**src/logic/cfgh_pkg.sv**
```systemverilog
// Package with offsets, layouts and reset values of the configuration header registers.
package cfgh_pkg;
  // Printed byte offsets in configuration space.
  localparam logic [7:0] CFGH_OFF_REVISION = 8'h08;
  localparam logic [7:0] CFGH_OFF_MEM_BASE = 8'h14;
  localparam logic [7:0] CFGH_OFF_BOARD_VARIANT = 8'h2E;
  localparam logic [7:0] CFGH_OFF_BURST_NEED = 8'h3E;
  localparam logic [7:0] CFGH_OFF_ACCESS_INTERVAL = 8'h3F;
  // Dword index of each register, as carried on the configuration port.
  localparam logic [5:0] CFGH_DW_REVISION = CFGH_OFF_REVISION[7:2];
  localparam logic [5:0] CFGH_DW_MEM_BASE = CFGH_OFF_MEM_BASE[7:2];
  localparam logic [5:0] CFGH_DW_BOARD_VARIANT = CFGH_OFF_BOARD_VARIANT[7:2];
  localparam logic [5:0] CFGH_DW_LATENCY = CFGH_OFF_BURST_NEED[7:2];
  // Field positions inside the memory window base register.
  localparam int CFGH_MEM_IND_BIT = 0;
  localparam int CFGH_MEM_MAP_LO_BIT = 1;
  localparam int CFGH_MEM_MAP_HI_BIT = 2;
  localparam int CFGH_MEM_RSVD_LO = 3;
  localparam int CFGH_MEM_RSVD_HI = 6;
  localparam int CFGH_MEM_BASE_LO = 7;
  localparam int CFGH_MEM_BASE_W = 25;
  // EEPROM word addresses and fields of the configuration words.
  localparam logic [5:0] CFGH_EE_BOARD_VARIANT_WORD = 6'h03;
  localparam logic [5:0] CFGH_EE_CONFIG_WORD = 6'h04;
  localparam logic [5:0] CFGH_EE_LATENCY_WORD = 6'h05;
  localparam int CFGH_EE_LOW_MEG_BIT = 0;
  localparam int CFGH_EE_ACCESS_LO = 0;
  localparam int CFGH_EE_BURST_LO = 8;
  // Time unit of both latency bytes and the expected figures.
  localparam int CFGH_INTERVAL_UNIT_NS = 250;
  localparam int CFGH_ACCESS_INTERVAL_NS = 2500;
  localparam int CFGH_BURST_PERIOD_NS = 2500;
  localparam logic [7:0] CFGH_RST_ACCESS_INTERVAL = 8'(CFGH_ACCESS_INTERVAL_NS / CFGH_INTERVAL_UNIT_NS);
  localparam logic [7:0] CFGH_RST_BURST_NEED = 8'(CFGH_BURST_PERIOD_NS / CFGH_INTERVAL_UNIT_NS);
  localparam logic [15:0] CFGH_RST_BOARD_VARIANT = 16'h0000;
  localparam logic [24:0] CFGH_RST_MEM_BASE = 25'h0000000;
  localparam logic CFGH_RST_LOW_MEG = 1'b0;

  typedef struct packed {
    logic valid;
    logic write;
    logic [5:0] dword;
    logic [3:0] byte_en;
    logic [31:0] wdata;
  } cfgh_req_t;

  typedef struct packed {
    logic ack;
    logic [31:0] rdata;
  } cfgh_rsp_t;
endpackage

```
**src/logic/cfgh_regs.sv**
```systemverilog
// Configuration header registers: revision, memory window base, board variant and latency bytes.
// Functional notes
// - Bus access interval byte reports needed mastership frequency in 250 ns units.
// - Bus access interval byte comes from the low byte of the EEPROM latency word (word five).
// - Expected bus access interval is 10, meaning 2.5 us.
// - A 32-bit host-writable memory window base register sits at 0x14.
// - Bit 0 of the memory window base always reads one.
// - Bits 2 and 1 read-only; bit 2 zero, bit 1 is the low megabyte flag.
// - Map value 01 asks for below one megabyte, 00 anywhere.
// - Bits 6 to 3 of the memory window base read zero.
// - Upper 25 bits hold the host-written base of a 128-byte window.
// - Burst length byte reports needed burst period in 250 ns units from EEPROM.
// - Expected burst length value is 10 on a 33 MHz bus.
// - An 8-bit read-only silicon revision code is readable.
// - Board variant identifier is loaded from EEPROM word three after reset.
`timescale 1ns/1ps
module cfgh_regs #(
  parameter logic [7:0] SILICON_REVISION_CODE = 8'h5A // Arbitrary value.
) (
  input wire logic clk, // 100 MHz clock.
  input wire logic reset_n, // Synchronous reset, active low.
  input wire cfgh_pkg::cfgh_req_t cfg_req, // Configuration access from the bus unit.
  output cfgh_pkg::cfgh_rsp_t cfg_rsp, // Registered answer, ack one cycle after the request.
  input wire logic ee_valid, // One-cycle strobe of a word fetched from EEPROM.
  input wire logic [5:0] ee_addr, // EEPROM word address of the fetched word.
  input wire logic [15:0] ee_data // EEPROM word contents.
);
  import cfgh_pkg::*;

  logic [24:0] window_base_ff, nxt_window_base;
  logic low_megabyte_flag_ff, nxt_low_megabyte_flag;
  logic [7:0] bus_access_interval_ff, nxt_bus_access_interval;
  logic [7:0] burst_length_need_ff, nxt_burst_length_need;
  logic [15:0] board_variant_code_ff, nxt_board_variant_code;
  cfgh_rsp_t rsp_ff, nxt_rsp;
  logic [31:0] mem_base_word;
  logic [31:0] read_word;
  logic do_write;
  logic [24:0] base_mask;

  assign cfg_rsp = rsp_ff;
  assign do_write = cfg_req.valid && cfg_req.write;
  assign base_mask = {{8{cfg_req.byte_en[3]}}, {8{cfg_req.byte_en[2]}}, {8{cfg_req.byte_en[1]}},
                      cfg_req.byte_en[0]};

  // Read view of the window base: indicator, map type, reserved zeros, base.
  always_comb begin
    mem_base_word = 32'h00000000;
    mem_base_word[CFGH_MEM_IND_BIT] = 1'b1;
    mem_base_word[CFGH_MEM_MAP_LO_BIT] = low_megabyte_flag_ff;
    mem_base_word[CFGH_MEM_MAP_HI_BIT] = 1'b0;
    mem_base_word[CFGH_MEM_RSVD_HI:CFGH_MEM_RSVD_LO] = 4'h0;
    mem_base_word[31:CFGH_MEM_BASE_LO] = window_base_ff;
  end

  // Read multiplexer; unknown dwords read as zero.
  always_comb begin
    read_word = 32'h00000000;
    case (cfg_req.dword)
      CFGH_DW_REVISION: begin
        read_word[7:0] = SILICON_REVISION_CODE;
      end
      CFGH_DW_MEM_BASE: begin
        read_word = mem_base_word;
      end
      CFGH_DW_BOARD_VARIANT: begin
        read_word[31:16] = board_variant_code_ff;
      end
      CFGH_DW_LATENCY: begin
        read_word[31:24] = bus_access_interval_ff;
        read_word[23:16] = burst_length_need_ff;
      end
      default: begin
        read_word = 32'h00000000;
      end
    endcase
  end

  always_comb begin
    nxt_rsp.ack = cfg_req.valid;
    nxt_rsp.rdata = (cfg_req.valid && !cfg_req.write) ? read_word : 32'h00000000;
    nxt_window_base = window_base_ff;
    // Only the base field takes writes; the low seven bits are never stored.
    if (do_write && cfg_req.dword == CFGH_DW_MEM_BASE) begin
      nxt_window_base = (window_base_ff & ~base_mask) | (cfg_req.wdata[31:CFGH_MEM_BASE_LO] & base_mask);
    end
    nxt_low_megabyte_flag = low_megabyte_flag_ff;
    nxt_bus_access_interval = bus_access_interval_ff;
    nxt_burst_length_need = burst_length_need_ff;
    nxt_board_variant_code = board_variant_code_ff;
    // Read-only values change only when the EEPROM reader hands over a word.
    if (ee_valid) begin
      case (ee_addr)
        CFGH_EE_BOARD_VARIANT_WORD: begin
          nxt_board_variant_code = ee_data;
        end
        CFGH_EE_CONFIG_WORD: begin
          nxt_low_megabyte_flag = ee_data[CFGH_EE_LOW_MEG_BIT];
        end
        CFGH_EE_LATENCY_WORD: begin
          nxt_bus_access_interval = ee_data[CFGH_EE_ACCESS_LO +: 8];
          nxt_burst_length_need = ee_data[CFGH_EE_BURST_LO +: 8];
        end
        default: begin
          nxt_board_variant_code = board_variant_code_ff;
        end
      endcase
    end
  end

  always_ff @(posedge clk) begin
    if (!reset_n) begin
      window_base_ff <= CFGH_RST_MEM_BASE;
      low_megabyte_flag_ff <= CFGH_RST_LOW_MEG;
      bus_access_interval_ff <= CFGH_RST_ACCESS_INTERVAL;
      burst_length_need_ff <= CFGH_RST_BURST_NEED;
      board_variant_code_ff <= CFGH_RST_BOARD_VARIANT;
      rsp_ff <= '0;
    end else begin
      window_base_ff <= nxt_window_base;
      low_megabyte_flag_ff <= nxt_low_megabyte_flag;
      bus_access_interval_ff <= nxt_bus_access_interval;
      burst_length_need_ff <= nxt_burst_length_need;
      board_variant_code_ff <= nxt_board_variant_code;
      rsp_ff <= nxt_rsp;
    end
  end

  property p_ack_follows;
    @(posedge clk) disable iff (!reset_n) cfg_req.valid |=> cfg_rsp.ack;
  endproperty
  a_ack_follows: assert property (p_ack_follows) else $error("Ack missing after request.");

  property p_rev_read;
    @(posedge clk) disable iff (!reset_n)
      cfg_req.valid && !cfg_req.write && cfg_req.dword == CFGH_DW_REVISION
      |=> cfg_rsp.rdata[7:0] == SILICON_REVISION_CODE;
  endproperty
  a_rev_read: assert property (p_rev_read) else $error("Revision code read wrong.");

  property p_ind_bit;
    @(posedge clk) disable iff (!reset_n)
      cfg_req.valid && !cfg_req.write && cfg_req.dword == CFGH_DW_MEM_BASE |=> cfg_rsp.rdata[0];
  endproperty
  a_ind_bit: assert property (p_ind_bit) else $error("Memory indicator bit not one.");

  property p_map_type;
    @(posedge clk) disable iff (!reset_n)
      cfg_req.valid && !cfg_req.write && cfg_req.dword == CFGH_DW_MEM_BASE
      |=> cfg_rsp.rdata[2:1] == {1'b0, $past(low_megabyte_flag_ff)};
  endproperty
  a_map_type: assert property (p_map_type) else $error("Map type field wrong.");

  property p_rsvd_zero;
    @(posedge clk) disable iff (!reset_n)
      cfg_rsp.ack |-> cfg_rsp.rdata[6:3] == 4'h0 || $past(cfg_req.dword) != CFGH_DW_MEM_BASE;
  endproperty
  a_rsvd_zero: assert property (p_rsvd_zero) else $error("Reserved bits not zero.");

  property p_base_write;
    @(posedge clk) disable iff (!reset_n)
      do_write && cfg_req.dword == CFGH_DW_MEM_BASE && cfg_req.byte_en == 4'hF
      ##1 cfg_req.valid && !cfg_req.write && cfg_req.dword == CFGH_DW_MEM_BASE
      |=> cfg_rsp.rdata[31:7] == $past(cfg_req.wdata[31:7], 2);
  endproperty
  a_base_write: assert property (p_base_write) else $error("Window base not stored.");

  property p_board_load;
    @(posedge clk) disable iff (!reset_n)
      ee_valid && ee_addr == CFGH_EE_BOARD_VARIANT_WORD |=> board_variant_code_ff == $past(ee_data);
  endproperty
  a_board_load: assert property (p_board_load) else $error("Board variant not loaded.");

  property p_latency_load;
    @(posedge clk) disable iff (!reset_n)
      ee_valid && ee_addr == CFGH_EE_LATENCY_WORD
      ##1 cfg_req.valid && !cfg_req.write && cfg_req.dword == CFGH_DW_LATENCY
      |=> cfg_rsp.rdata[31:16] == {$past(ee_data[7:0], 2), $past(ee_data[15:8], 2)};
  endproperty
  a_latency_load: assert property (p_latency_load) else $error("Latency bytes not from EEPROM.");

  property p_ro_write;
    @(posedge clk) disable iff (!reset_n)
      do_write && !ee_valid && cfg_req.dword != CFGH_DW_MEM_BASE
      |=> $stable(bus_access_interval_ff) && $stable(burst_length_need_ff) && $stable(board_variant_code_ff);
  endproperty
  a_ro_write: assert property (p_ro_write) else $error("Read-only value changed by write.");

  // Writes answer with zero data, so a stale read word never rides on a write ack.
  property p_write_rdata_zero;
    @(posedge clk) disable iff (!reset_n)
      do_write |=> cfg_rsp.ack && cfg_rsp.rdata == 32'h00000000;
  endproperty
  a_write_rdata_zero: assert property (p_write_rdata_zero) else $error("Write answered with data.");

  property p_flag_load;
    @(posedge clk) disable iff (!reset_n)
      ee_valid && ee_addr == CFGH_EE_CONFIG_WORD
      |=> low_megabyte_flag_ff == $past(ee_data[CFGH_EE_LOW_MEG_BIT]);
  endproperty
  a_flag_load: assert property (p_flag_load) else $error("Low megabyte flag not loaded.");

  // The latency bytes may only move on a word from the EEPROM reader.
  property p_latency_hold;
    @(posedge clk) disable iff (!reset_n)
      !ee_valid |=> $stable(bus_access_interval_ff) && $stable(burst_length_need_ff);
  endproperty
  a_latency_hold: assert property (p_latency_hold) else $error("Latency byte moved without a load.");

  // Reset brings both latency bytes to the figure that the bus budget expects.
  property p_latency_reset;
    @(posedge clk)
      !reset_n |=> bus_access_interval_ff == CFGH_RST_ACCESS_INTERVAL
      && burst_length_need_ff == CFGH_RST_BURST_NEED;
  endproperty
  a_latency_reset: assert property (p_latency_reset) else $error("Latency bytes wrong after reset.");

  // A write without the top byte lane must leave the top base byte alone.
  property p_lane_hold;
    @(posedge clk) disable iff (!reset_n)
      do_write && cfg_req.dword == CFGH_DW_MEM_BASE && !cfg_req.byte_en[3]
      |=> window_base_ff[24:17] == $past(window_base_ff[24:17]);
  endproperty
  a_lane_hold: assert property (p_lane_hold) else $error("Unenabled byte lane written.");
endmodule

```
**config.mk**
```make
export PLATFORM = sky130hd
export DESIGN_NAME = cfgh_regs
export DESIGN_NICKNAME = d
export VERILOG_FILES = /design/src/logic/cfgh_pkg.sv /design/src/logic/cfgh_regs.sv
export SDC_FILE = /design/constraint.sdc
export NUM_CORES = 1
export LEC_CHECK = 0
export BUFFER_PORTS_ARGS = -buffer_cell sky130_fd_sc_hd__buf_2
export CORE_ASPECT_RATIO = 1.25
export CORE_MARGIN = 8
export CORE_UTILIZATION = 47
export CTS_BUF_LIST = sky130_fd_sc_hd__clkbuf_16
export CTS_CLUSTER_SIZE = 20
export DETAILED_ROUTE_END_ITERATION = 8
export PLACE_DENSITY_LB_ADDON = 0.1
export RECOVER_POWER = 100
export SYNTH_ARGS = -nofsm -noshare
export SYNTH_HDL_FRONTEND = slang
export SYNTH_SLANG_ARGS = --single-unit
export TNS_END_PERCENT = 10
```
**constraint.sdc**
```tcl
create_clock -name clk -period 1.4 [get_ports clk]
set_input_delay 0.28 -clock clk [delete_from_list [all_inputs] [get_ports clk]]
set_output_delay 0.28 -clock clk [all_outputs]
set_load 0.03 [all_outputs]
```
==> results of run 1 <==
## path summary, 6_finish.rpt
path / cells after the start / to / start / slack, ns
max: 1 / cfg_rsp[6] / cfg_rsp[6] / 0.12
min: 3 / flop / cfg_req[30] / 0.19
max reg2reg: 3 / cfg_rsp[16] / burst_length_need_ff[0] / 0.48
min reg2reg: 2 / flop / flop / 0.45
## per-stage QoR
stage,cells,worst slack (ns),TNS [ns],utilization (%)
after floorplan,394,-0.0392,-0.437,-
after global placement,562,-0.125,-2.80,55.3
after detailed placement,562,-0.133,-3.76,55.3
after CTS,578,0.219,0,59.3
after global routing,578,0.0708,0,58.0
final,578,0.121,0,58.0
## cell usage in the layout, fill, tap and decap left out, types with 5 or more instances in the layout
| master | count |
|---|---|
| mux2_2 | 16 |
| nand2_1 | 76 |
| nor2b_1 | 9 |
| buf_4 | 8 |
| o21ai_0 | 16 |
| a21boi_0 | 11 |
| dfxtp_1 | 87 |
| a21oi_1 | 17 |
| and3_1 | 9 |
| clkbuf_16 | 9 |
| buf_2 | 59 |
| clkbuf_1 | 33 |
| mux2i_1 | 42 |
| nand3_1 | 51 |
| a21boi_1 | 5 |
## report_power, final
group          leakage [uW]  internal [uW]  total (uW)  switching [uW]
registers          0.000701           2480        2480            2.72
logic               0.00101            141         331             190
clock network      0.000157           1530        2450             917
total               0.00187           4160        5270            1110
## logic make-up (layout without fill, tap and decap cells)
family                 count (synthesis)  after routing  synth area share, %
AND/OR/NAND/NOR                      164            164                 23.1
AO/OA/AOI/OAI                         49             49                 7.81
other                                  1              2                0.103
flip-flops                            87             87                 47.7
multiplexers                          58             58                 16.4
buffers and inverters                 34            123                 4.93
## layer usage
layer	global-route usage, %	wire [um]
met1	21.1	4000
met2	25.5	4120
met3	3.67	586
met4	8.98	181
met5	0	0
## final cells by class
type                            instances  area, um2  share of cell area, %
Clock buffer                            9        225                   5.07
Sequential cell                        87       1740                   39.2
Multi-Input combinational cell        273       1710                   38.5
Clock inverter                          7       80.1                   1.80
Timing Repair Buffer                  107        564                   12.7
Tap cell                               95        119                   2.68
==> results.py, run 1 <==
metrics = {
    "outcome": {
        "status": "finished, final reports clean",
    },
    "worst_setup_path": {
        "crit_fanout": 3,
        "path_cells": "clkbuf_1",
        "startpoint_type": "flop",
        "cp-end-kind": "output pin",
        "slowest_stage": "dfxtp_1",
        "path_buf_inv": 1,
        "worstSetupPathType": "flop to output pin",
        "cp_top_family": "flip-flops",
        "worstPathArrival_ns": 1.00,
        "crit_required_ns": 1.12,
        "slowest_delay_ns": 0.34,
    },
    "clock_tree": {
        "cts_tree": "done",
        "clk_pin_slew_ns": 0.06,
        "cts_sinks": 87,
        "numCtsBuffers": 9,
        "cts_hold_buf": 0,
        "clk_latency_ns": 0.33,
        "h-tree-depth": 3,
        "cts_setup_buffers": 0,
        "cts.root.buffer_cell": "clkbuf_16",
        "cts-resized-gates": 0,
        "clockBufferDepth": 2,
    },
    "logic_synthesis": {
        "ys_seq_area_share_pct": 47.7,
        "syn_area_per_cell_um2": 9.30,
        "synth_edf_count": 0,
        "yosys_warnings": 0,
        "synthCells": 393,
        "synth-seq-cells": 87,
        "synth_ff_type": "dfxtp_1",
        "yosysMostFrequentCell": "dfxtp_1",
        "synth_top_cell_by_area": "dfxtp_1",
        "synth.distinct_cells": 30,
        "synthTopCellsByCount": "dfxtp_1, nand2_1, nand3_1",
        "synth_top_area_share_pct": 47.7,
        "syn-cell-area_um2": 3650,
        "synthArstFlopShare_pct": 0,
        "synth.area.top_cells": "dfxtp_1, mux2i_1, nand2_1",
    },
    "timing": {
        "slew_violations": 0,
        "setup_viol": 0,
        "fin_crit_sh_pct": 91.3,
        "final-hold-violation-count": 0,
        "final.min_clock_period_ns": 1.28,
        "fmax_ghz": 0.782,
        "worst_pin_slew_ns": 0.571,
        "rsz0062_at_grt": "false",
        "relSlewSlack_pct": 61.9,
        "holdWs_ns": 0.187,
        "skew_ns": 0.00444,
    },
    "floorplan": {
        "start_util_pct": 47.7,
        "die_h_um": 115,
        "coreArea_um2": 7660,
        "die_w_um": 94.9,
        "num_io_pins": 102,
        "row_count": 36,
        "die_area_um2": 10900,
    },
    "routing": {
        "num_vias": 2998,
        "dr.pass1.iters": 4,
        "routed_via_density": 5.19,
        "routed_wl_mm": 8.89,
        "ant_nets": 0,
        "drtIter0Drc": 86,
        "drc_errors": 0,
        "wl_per_cell_um": 15.4,
    },
    "power_and_ir_drop": {
        "vdd_drop_max_mv": 0.752,
        "power_density_nw_per_um2": 1190,
        "finalPower_uw": 5270,
        "p_leak_uw": 0.00187,
    },
    "final_layout": {
        "syn_to_final_growth_pct": 21.5,
        "diodes": 0,
        "fin_area_um2": 4440,
        "final_nets": 547,
        "drive_above_1_share_pct": 22.4,
        "fillers": 732,
    },
    "run": {
        "cap_violations": 0,
    },
    "place": {
        "io_buffers": 92,
        "dpl_cell_area_um2": 4240,
        "dp_hpwl_mm": 6.14,
        "gp_congestion": 0.754,
    },
    "global_routing": {
        "grt_overflow_total": 0,
        "grt_usage_pct": 16.6,
        "grt_pass1_wl_mm": 14.2,
        "grt_pass1_vias": 2909,
        "grt_start_max_net_pins": 100,
        "antenna_found_initial": 0,
    },
    "worst_hold_path": {
        "hold_class": "input pin to flop",
    },
}
Note: power is estimated with default switching activity, not from simulation.
==> run 2: changes to the inputs <==
Settings changed: GPL_ROUTABILITY_DRIVEN set to 0, RECOVER_POWER 100 to 50.
==> run 2 against run 1 <==
  * Combinational power about the same
  * Non-clock buffer count is the same
  * Maximum frequency up 2.0%
  * Global-route usage unchanged
  * Critical path type unchanged
  * Power hardly changed
  * Cell count unchanged
  * Sequential share of layout area fell by 0.23 points
==> results.py, run 2 (synthesis gave the netlist of run 1 again) <==
metrics = {
    "power_and_ir_drop": {
        "power_density_nw_per_um2": 1180,
        "p_int_uw": 4160,
        "combPwrFrac_pct": 6.3,
        "pwr-share-clk_pct": 46.5,
        "vdd_drop_max_mv": 0.752,
        "p_leak_uw": 0.00191,
        "power_switching_uw": 1110,
        "seqPwrFrac_pct": 47.2,
        "switching_share_pct": 21.1,
    },
    "routing": {
        "dr.pass1.iters": 4,
        "wl_per_cell_um": 15.4,
        "num_vias": 2997,
        "drtIter0Drc": 91,
        "routed_wl_mm": 8.88,
        "ant_nets": 0,
        "routed_via_density": 5.19,
        "drc_errors": 0,
    },
    "clock_tree": {
        "h-tree-depth": 3,
        "cts-resized-gates": 0,
        "numCtsBuffers": 9,
        "cts_setup_buffers": 0,
        "clk_pin_slew_ns": 0.06,
        "cts_tree": "done",
        "cts.root.buffer_cell": "clkbuf_16",
        "cts_hold_buf": 0,
        "clockBufferDepth": 2,
        "cts_sinks": 87,
        "clk_latency_ns": 0.33,
    },
    "worst_setup_path": {
        "slowest_delay_ns": 0.32,
        "crit_required_ns": 1.12,
        "reg2reg_setup_slack_ns": 0.48,
        "path_buf_inv": 1,
        "slowest_stage": "dfxtp_1",
        "crit_fanout": 1,
        "cp_top_family": "flip-flops",
        "cp-end-kind": "output pin",
        "worstPathArrival_ns": 0.97,
        "path_cells": "clkbuf_1",
        "worstSetupPathType": "flop to output pin",
        "startpoint_type": "flop",
        "rr_worst_depth": 3,
        "r2r_start": "burst_length_need_ff[0]",
        "r2r_end": "cfg_rsp[16]",
    },
    "floorplan": {
        "coreArea_um2": 7660,
        "die_w_um": 94.9,
        "die_h_um": 115,
        "row_count": 36,
        "die_area_um2": 10900,
        "num_io_pins": 102,
        "start_util_pct": 47.7,
    },
    "timing": {
        "slew_violations": 0,
        "fin_crit_sh_pct": 89.5,
        "fmax_ghz": 0.798,
        "rsz0062_at_grt": "false",
        "setup_viol": 0,
        "worst_pin_slew_ns": 0.570,
        "setup_tns_ns": 0,
        "skew_ns": 0.00428,
        "relSlewSlack_pct": 61.9,
        "final-hold-violation-count": 0,
        "final.min_clock_period_ns": 1.25,
    },
    "global_routing": {
        "grt_pass1_vias": 2909,
        "grt_pass1_wl_mm": 14.2,
        "antenna_found_initial": 0,
        "grt_start_max_net_pins": 100,
        "grt_overflow_total": 0,
        "grt_usage_pct": 16.6,
    },
    "final_layout": {
        "layoutNonFillerInstCount": 578,
        "syn_to_final_growth_pct": 22.3,
        "layout_commonest_cell": "dfxtp_1",
        "mostFrequentLayoutCells": "dfxtp_1, nand2_1, buf_2",
        "diodes": 0,
        "final_nets": 547,
        "drive_above_1_share_pct": 24.4,
        "fillers": 723,
    },
    "place": {
        "dpl.cell_count": 562,
        "io_buffers": 92,
        "dp_hpwl_mm": 6.14,
    },
    "worst_hold_path": {
        "min_from": "cfg_req[30]",
        "hold_class": "input pin to flop",
        "min_path_cells": 3,
    },
    "run": {
        "cap_violations": 0,
    },
    "outcome": {
        "status": "finished, final reports clean",
    },
}
[run 2: cell types whose count changed in the layout (fill, tap and decap cells not counted), sizes merged]
cell and delta:
buf +9, clkbuf -9
[run 2: layer usage]
layer  GRT usage (%)  vias up  share of wire (%)
met5               0        -                  0
met4            8.98        0                2.0
met3            3.67       11                6.5
met2            25.5       77                 46
met1            21.1     1390                 45
li1                -     1519                  -
[run 2: how the worst max path moves through the flow]
| stage | slack, ns | end | depth (start not counted) | start |
|---|---|---|---|---|
| 2_1_floorplan | -0.04 | low_megabyte_flag_ff | 4 | ee_addr[3] |
| 3_3_place_gp | -0.12 | low_megabyte_flag_ff | 4 | ee_addr[3] |
| 3_5_place_dp | -0.13 | low_megabyte_flag_ff | 4 | ee_addr[3] |
| 4_1_cts | 0.22 | low_megabyte_flag_ff | 4 | ee_addr[3] |
| 5_1_grt | 0.07 | flop | 5 | cfg_req[39] |
| 6_report | 0.15 | cfg_rsp[13] | 1 | cfg_rsp[13] |
[run 2: power groups by stage]
stage | clock (uW) | combinational (uW) | sequential [uW]
after floorplan | 0 | 176 | 2540
after global placement | 0 | 337 | 2540
after detailed placement | 0 | 339 | 2540
after CTS | 2500 | 342 | 2480
after global routing | 2580 | 367 | 2480
final | 2450 | 334 | 2480
[run 2: area by class of cell]
type / instances / area, um2 / area share [%]
clock inverter: 7 / 80.1 / 1.79
tap: 95 / 119 / 2.66
clock buffer: 9 / 225 / 5.04
sequential: 87 / 1740 / 39.0
timing repair buffer: 107 / 576 / 12.9
multi-input combinational: 273 / 1730 / 38.6
[run 2: per-stage QoR]
step	power [uW]	worst slack (ns)	hold WS, ns	cell area (um2)	util (%)
floorplan	2720	-0.0392	0.419	3670	-
global placement	2880	-0.125	0.440	4240	55.3
detailed placement	2880	-0.133	0.447	4240	55.3
CTS	5320	0.219	0.180	4540	59.3
global route	5430	0.0708	0.188	4470	58.3
finish	5270	0.147	0.187	4470	58.3
